===== config.mk =====
export PLATFORM = sky130hd
export DESIGN_NAME = rbwx_exchanger
export DESIGN_NICKNAME = d
export VERILOG_FILES = /design/src/verilog/rbwx_pkg.sv /design/src/verilog/rbwx_en_reg.sv /design/src/verilog/rbwx_exchanger.sv
export SDC_FILE = /design/constraint.sdc
export NUM_CORES = 1
export LEC_CHECK = 0
export ABC_AREA = 1
export BUFFER_PORTS_ARGS = -buffer_cell sky130_fd_sc_hd__buf_2
export CAP_MARGIN = 20
export CORE_MARGIN = 5
export CORE_UTILIZATION = 45
export CTS_CLUSTER_SIZE = 20
export DETAILED_ROUTE_END_ITERATION = 6
export PLACE_DENSITY = 0.84
export SETUP_SLACK_MARGIN = 0.5
export SYNTH_ARGS = -nofsm -noshare
export SYNTH_HDL_FRONTEND = slang
export SYNTH_SLANG_ARGS = --single-unit

===== constraint.sdc =====
create_clock -name clk_in -period 2.5 [get_ports clk_in]
set_clock_uncertainty 0.15 [all_clocks]
set_input_delay 0.5 -clock clk_in [delete_from_list [all_inputs] [get_ports clk_in]]
set_output_delay 0.5 -clock clk_in [all_outputs]
set_load 0.005 [all_outputs]

===== src/verilog/rbwx_pkg.sv =====
package rbwx_pkg;
   // ----------------------------------------------------------------
   // widths
   // ----------------------------------------------------------------
   localparam int NARROW_W = 12;
   localparam int APB_AW = 8;
   localparam int APB_DW = 32;

   // ----------------------------------------------------------------
   // register map (byte addresses)
   // ----------------------------------------------------------------
   localparam logic [APB_AW-1:0] CTRL_OFS = 8'h00;
   localparam logic [APB_AW-1:0] STATUS_OFS = 8'h04;
   localparam logic [APB_AW-1:0] WIDE_OFS = 8'h08;
   localparam logic [APB_AW-1:0] NARROW_OFS = 8'h0C;

   // ----------------------------------------------------------------
   // field positions and reset values
   // ----------------------------------------------------------------
   localparam int CTRL_HIZ_NARROW_BIT = 0;
   localparam int CTRL_HIZ_WIDE_BIT = 1;
   localparam int CTRL_W = 2;
   localparam logic [CTRL_W-1:0] CTRL_RST = 2'h0;
   localparam int STAT_NARROW_DRV_BIT = 0;
   localparam int STAT_WIDE_DRV_BIT = 1;
   localparam int STAT_SEL_BIT = 2;
   localparam int WIDE_SECOND_LSB = 12;
endpackage


===== src/verilog/rbwx_en_reg.sv =====
`timescale 1ns/1ns
// storage register with active-low load enable and no reset
module rbwx_en_reg #(
   parameter int WIDTH = 12
) (
   input wire logic clk_in,
   input wire logic load_n_in,
   input wire logic [WIDTH-1:0] d_in,
   output logic [WIDTH-1:0] q_out
);
   always_ff @(posedge clk_in) begin
      if (!load_n_in) begin
         q_out <= d_in;
      end
   end
endmodule


===== src/verilog/rbwx_exchanger.sv =====
// The implementer's own choices: the register addresses and the APB register port.
`timescale 1ns/1ns
// Behaviour
// - registers load on rising edge when enable low
// - sampled select picks first or second half
// - narrow to first half: two stages
// - narrow to second half: one register
// - output enables pass through registers
// - drive enables active low, independent per port
// - both enables high: wide halves hold
// - first half needs two enabled edges
// - second half own enable; first needs both
// - drive state unknown before first edge
module rbwx_exchanger
   import rbwx_pkg::*;
#(
   parameter int WIDTH = rbwx_pkg::NARROW_W
) (
   input wire logic clk_in,
   input wire logic srst_in,
   // narrow port
   input wire logic [WIDTH-1:0] narrow_in,
   output logic [WIDTH-1:0] narrow_out,
   output logic narrow_oe_out,
   // wide port, two halves
   input wire logic [WIDTH-1:0] wide_first_half_in,
   input wire logic [WIDTH-1:0] wide_second_half_in,
   output logic [WIDTH-1:0] wide_first_half_out,
   output logic [WIDTH-1:0] wide_second_half_out,
   output logic wide_oe_out,
   // controls
   input wire logic narrow_to_first_half_enable_n_in,
   input wire logic narrow_to_second_half_enable_n_in,
   input wire logic first_half_to_narrow_enable_n_in,
   input wire logic second_half_to_narrow_enable_n_in,
   input wire logic half_select_in,
   input wire logic narrow_port_drive_n_in,
   input wire logic wide_port_drive_n_in,
   // apb slave
   input wire logic psel_in,
   input wire logic penable_in,
   input wire logic pwrite_in,
   input wire logic [rbwx_pkg::APB_AW-1:0] paddr_in,
   input wire logic [rbwx_pkg::APB_DW-1:0] pwdata_in,
   output logic [rbwx_pkg::APB_DW-1:0] prdata_out,
   output logic pready_out,
   output logic pslverr_out
);
   import rbwx_pkg::*;

   // ----------------------------------------------------------------
   // narrow to wide datapath
   // ----------------------------------------------------------------
   logic pipe_load_n;
   logic [WIDTH-1:0] pipe_stage1;

   // the first-half pipe advances only while both enables are low
   assign pipe_load_n = narrow_to_first_half_enable_n_in |
                        narrow_to_second_half_enable_n_in;

   rbwx_en_reg #(
      .WIDTH(WIDTH)
   ) u_first_stage1 (
      .clk_in(clk_in),
      .load_n_in(pipe_load_n),
      .d_in(narrow_in),
      .q_out(pipe_stage1)
   );

   rbwx_en_reg #(
      .WIDTH(WIDTH)
   ) u_first_stage2 (
      .clk_in(clk_in),
      .load_n_in(pipe_load_n),
      .d_in(pipe_stage1),
      .q_out(wide_first_half_out)
   );

   rbwx_en_reg #(
      .WIDTH(WIDTH)
   ) u_second_half (
      .clk_in(clk_in),
      .load_n_in(narrow_to_second_half_enable_n_in),
      .d_in(narrow_in),
      .q_out(wide_second_half_out)
   );

   // ----------------------------------------------------------------
   // wide to narrow datapath
   // ----------------------------------------------------------------
   logic sel_reg;

   // a single register shared by both paths keeps the output straight off a flop;
   // with the chosen half disabled the narrow value simply holds
   always_ff @(posedge clk_in) begin
      if (half_select_in && !first_half_to_narrow_enable_n_in) begin
         narrow_out <= wide_first_half_in;
      end else if (!half_select_in &&
                   !second_half_to_narrow_enable_n_in) begin
         narrow_out <= wide_second_half_in;
      end
   end

   always_ff @(posedge clk_in) begin
      sel_reg <= half_select_in;
   end

   // ----------------------------------------------------------------
   // registered drive enables
   // ----------------------------------------------------------------
   logic [CTRL_W-1:0] ctrl_reg;

   // no reset here on purpose: like the pins, drive state is only
   // known after the first edge, so keep the enables inactive early
   always_ff @(posedge clk_in) begin
      narrow_oe_out <= !narrow_port_drive_n_in &&
                       !ctrl_reg[CTRL_HIZ_NARROW_BIT];
   end

   always_ff @(posedge clk_in) begin
      wide_oe_out <= !wide_port_drive_n_in &&
                     !ctrl_reg[CTRL_HIZ_WIDE_BIT];
   end

   // ----------------------------------------------------------------
   // apb slave
   // ----------------------------------------------------------------
   logic access;
   logic mapped;
   logic [APB_DW-1:0] rd_mux;

   // one wait state: pready rises the cycle after access begins
   assign access = psel_in && penable_in && !pready_out;

   always_comb begin
      mapped = 1'h1;
      rd_mux = '0;
      case (paddr_in)
         CTRL_OFS: begin
            rd_mux[CTRL_W-1:0] = ctrl_reg;
         end
         STATUS_OFS: begin
            rd_mux[STAT_NARROW_DRV_BIT] = narrow_oe_out;
            rd_mux[STAT_WIDE_DRV_BIT] = wide_oe_out;
            rd_mux[STAT_SEL_BIT] = sel_reg;
         end
         WIDE_OFS: begin
            rd_mux[WIDTH-1:0] = wide_first_half_out;
            rd_mux[WIDE_SECOND_LSB +: WIDTH] = wide_second_half_out;
         end
         NARROW_OFS: begin
            rd_mux[WIDTH-1:0] = narrow_out;
         end
         default: begin
            mapped = 1'h0;
         end
      endcase
   end

   always_ff @(posedge clk_in) begin
      if (srst_in) begin
         pready_out <= 1'h0;
         pslverr_out <= 1'h0;
         prdata_out <= '0;
      end else begin
         pready_out <= access;
         pslverr_out <= access && !mapped;
         if (access && !pwrite_in) begin
            prdata_out <= rd_mux;
         end
      end
   end

   // only the control word is writable; other writes are dropped
   always_ff @(posedge clk_in) begin
      if (srst_in) begin
         ctrl_reg <= CTRL_RST;
      end else if (psel_in && penable_in && pready_out && pwrite_in &&
                   paddr_in == CTRL_OFS) begin
         ctrl_reg <= pwdata_in[CTRL_W-1:0];
      end
   end
endmodule


[Yosys cells after proc, flatten, opt, wreduce, memory -nomap -nowiden]
Cells that the tools add are included.
Operators by class
  equality and inequality tests: 3
  muxes and demuxes: 7
  bitwise gates (word level): 1
  reductions and logical operators: 24
Operators with widths (count)
  $mux W12: 3
  $pmux W9 S2: 1
  $eq A8 B4 Y1 const B: 2
  $logic_and A1 B1 Y1: 11
  $logic_not A1 Y1: 10
  $eq A8 B3 Y1 const B: 1
  $logic_not A8 Y1: 1
  $pmux W2 S4: 1
  $reduce_or A4 Y1: 1
  $pmux W1 S3: 1
  $reduce_bool A2 Y1: 1
  $mux W1: 1
  $or A1 B1 Y1: 1
Storage, ports and cells
  flip-flop bits (word level): 79
  input bits: 88
  output and inout port bits: 72
  logic and storage cells: 46

[Logic depth before layout (Yosys ltp)]
  depth in word-level cells: 5
  mapped depth: 9

[Modules after synthesis]
From an unflattened synthesis, not the netlist that was laid out.
Second synthesis, totals
  cells, all modules: 271
  area, all modules: 3083.0 um^2
Modules (own cells, without submodules)
  rbwx_exchanger: times used 1, cells an instance 232, area an instance 1990.7 um^2
  rbwx_en_reg: times used 3, cells an instance 13, area an instance 364.1 um^2

[Least setup slack after synthesis]
No wires, ideal clock.
  path type: in2reg
  from: input port narrow_to_second_half_enable_n_in
  to: register u_first_stage1.q_out[0], enable pin
  library setup time: 405 ps
  data arrival time: 1535 ps
  data required time: 1945 ps
  setup slack: 410 ps
  stages: 1
  path buffers: 0
  cells stage by stage: nor2_1
On the way
  longest elaborated chain between the ends: 1
Ends and longest elaborated chain
  from (decl): line rbwx_exchanger.sv:33  | input wire logic narrow_to_second_half_enable_n_in,
  $or A1 B1 Y1: line rbwx_exchanger.sv:58  | assign pipe_load_n = narrow_to_first_half_enable_n_in |
  to (signal assigned): line rbwx_en_reg.sv:13  | q_out <= d_in;
  to (decl): line rbwx_en_reg.sv:9  | output logic [WIDTH-1:0] q_out
No other way between the ends.
A chain may end at the register's enable or synchronous reset.

[Final worst setup path]
  from: register pready_out
  to: register prdata_out[10] in the netlist's numbering
On the way
  longest elaborated chain between the ends: 3
Ends and longest elaborated chain
  from (decl): line rbwx_exchanger.sv:46  | output logic pready_out,
  from (signal assigned): line rbwx_exchanger.sv:166  | pready_out <= access;
  $logic_not A1 Y1: line rbwx_exchanger.sv:133  | assign access = psel_in && penable_in && !pready_out;
  $logic_and A1 B1 Y1: line rbwx_exchanger.sv:133
  $logic_and A1 B1 Y1: line rbwx_exchanger.sv:168  | if (access && !pwrite_in) begin
  to (signal assigned): line rbwx_exchanger.sv:169  | prdata_out <= rd_mux;
  to (decl): line rbwx_exchanger.sv:45  | output logic [rbwx_pkg::APB_DW-1:0] prdata_out,
No other way between the ends.

==> impl_metrics.yaml <==
cts:
  cts_buffer_depth: 2
  postCtsSetupBuffers: 0
  holdBufCountCts: 0
  clock_latency_ps: 340
  numCtsBuffers: 9
  cts_sinks: 79
  cts_resized: 0
  cts.clk_slew.worst_paths_ps: 80
  cts_tree: "yes"
  clock-root-buffer: "clkbuf_8"
  h-tree-depth: 3
global_route:
  grt_pass1_wl_mm: 11.71
  track_usage: 0.1783
  grt_overflow: 0
  first_global_vias: 2445
  antenna_found_initial: 0
  grt_max_degree: 25
finish:
  drive_gt1_frac: 0.4125
  largest_reg_flops: 24
  area.growth.synth_to_final_pct: 28.30
  nNetsFinal: 483
  regMostFlops: "prdata_out"
  antenna_cells: 0
  regArea_um2: 2062
  fin_cells: 480
  fill_cells: 578
  multi_input_area_um2: 848.3
timing:
  tns_ps: 0
  drv_slew: 0
  fmax_mhz: 564.1
  finalCriticalPeriod_ps: 1773
  relSlewSlack: 0.6544
  period_share: 0.7091
  setup_viol: 0
  worst_slack_ps: 727.3
  worst_pin_slew_ps: 517.2
  grt_setup_unrepaired: "false"
  holdWs_ps: 141.3
  final_hold_viol_count: 0
critical_path:
  worst_ep_arrival_time_ps: 1860
  critPathLaunch: "pready_out"
  worstSetupPathType: "flip-flop to flip-flop"
  worst-path-max-fanout: 24
  end_kind: "flip-flop"
  required_ps: 2590
  cp-start-kind: "flip-flop"
  reg2reg_from: "pready_out"
floorplan:
  io_pins: 160
  dieArea_um2: 8581
  rows: 30
  die_w_um: 92.64
  core_area_um2: 6719
  initial_core_util: 0.4574
  die_height_um: 92.64
outcome:
  status: "complete, no violations"
yosys:
  synth_area_per_cell_um2: 11.42
  synthCells: 269
  synthDistinctLibCells: 23
  ys_top_cells_by_area: "edfxtp_1 47%, dfxtp_1 20%, nand3_1 8.5%"
  ys_seq_area_frac: 0.6710
  ys_ff_latch: 79
  synth_warnings: 0
  netlist_area_um2: 3073
  synth_top_area_share: 0.4691
  yosysTopAreaCell: "edfxtp_1"
detailed_routing:
  antenna_left: 0
  routed-via-count: 2408
  wire_per_inst_um: 15.53
  first_pass_iters: 4
  routed_wl_mm: 7.455
  drc: 0
  drt-initial-drc-count: 116
  via_per_inst: 5.017
placement:
  placed_cells: 464
  dp_slack_ps: 487.5
  dp_hpwl_mm: 5.633
  place.gp.congestion: 0.7501
  port_buffers: 121
power_and_ir_drop:
  p_total_w: 0.002628
  powerDensity_nw_per_um2: 666.5
  p_leak_nw: 1.789
  ir_worst_vdd_mv: 0.4195
worst_hold_path:
  hold_path_startpoint: "half_select_in"
  hp-class: "primary input to flip-flop"
job:
  max_cap_violations: 0
## layout by cell type (no fill, tap or decap), types with 3 or more instances in the layout
master / Yosys / layout
inv_1: 16 / 16
nor2_2: 3 / 4
dfxtp_1: 31 / 31
nor2_1: 10 / 9
buf_2: 6 / 121
edfxtp_1: 48 / 48
nand3_1: 52 / 52
clkbuf_8: 0 / 9
nand2_1: 48 / 48
clkinv_4: 0 / 3
buf_4: 8 / 4
conb_1: 1 / 8
mux2_2: 12 / 12
a21oi_1: 17 / 17
## routing by layer
metal  track usage  up-vias  share of wire
met5             0        -              0
met2        0.2991      119           0.49
met3       0.07474       13           0.11
met1        0.2012     1116           0.38
met4       0.07082        0          0.020
li1              -     1160              -
## logic make-up after synthesis
kind of cell           after synthesis  synth area share
and+or+nand+nor                    119            0.1865
DFF                                 79            0.6710
buffers and inverters               37           0.06230
AOI/OAI and AO/OA                   21           0.03502
muxes                               12           0.04397
other                                1          0.001220
## worst max-delay path: stages, from the launching register on
cell     delay [ps]
dfxtp_1         310
inv_1            70
nand3_2         100
nor2_4          370
inv_2           310
nand2_1         140
nand3_1         100
nand2_1          70
inv_1            50
## area by class of cell
cell class	count	share of cell area
sequential	79	0.5230
tap	80	0.02539
clock buffer	9	0.03142
multi-input combinational	160	0.2152
inverter	19	0.01809
timing repair buffer	126	0.1663
clock inverter	7	0.02063
## synthesized netlist by cell type, drive strengths merged
| library cell | instances |
|---|---|
| clkinv | 2 |
| mux2 | 12 |
| dfxtp | 31 |
| a21oi | 17 |
| buf | 16 |
| inv | 17 |
| nand3 | 53 |
| nor2 | 14 |
| o21ai | 3 |
| nor3 | 2 |
| o21a | 1 |
| clkbuf | 2 |
| nand2 | 50 |
| conb | 1 |
| edfxtp | 48 |
## report_power, final
| group | switching [W] | internal, W | leakage, nW |
|---|---|---|---|
| combinational | 0.000107 | 0.0000882 | 0.973 |
| clock | 0.000477 | 0.000475 | 0.106 |
| sequential | 0.0000281 | 0.00145 | 0.710 |
| total | 0.000612 | 0.00202 | 1.79 |
## worst paths after layout
path / to / slack [ps] / cells past startpoint
max: prdata_out[10] / 730 / 8
min: sel_reg / 140 / 1
max reg2reg: prdata_out[10] / 730 / 8
min reg2reg: u_first_stage2.q_out[10] / 280 / 0
## stage by stage
step / area (um2) / util
global route: 3943 / 0.5868
floorplan: 3102 / -
CTS: 3943 / 0.5868
finish: 3943 / 0.5868
global placement: 3737 / 0.5562
detailed placement: 3737 / 0.5562
Power figures use the tool's default switching activity.
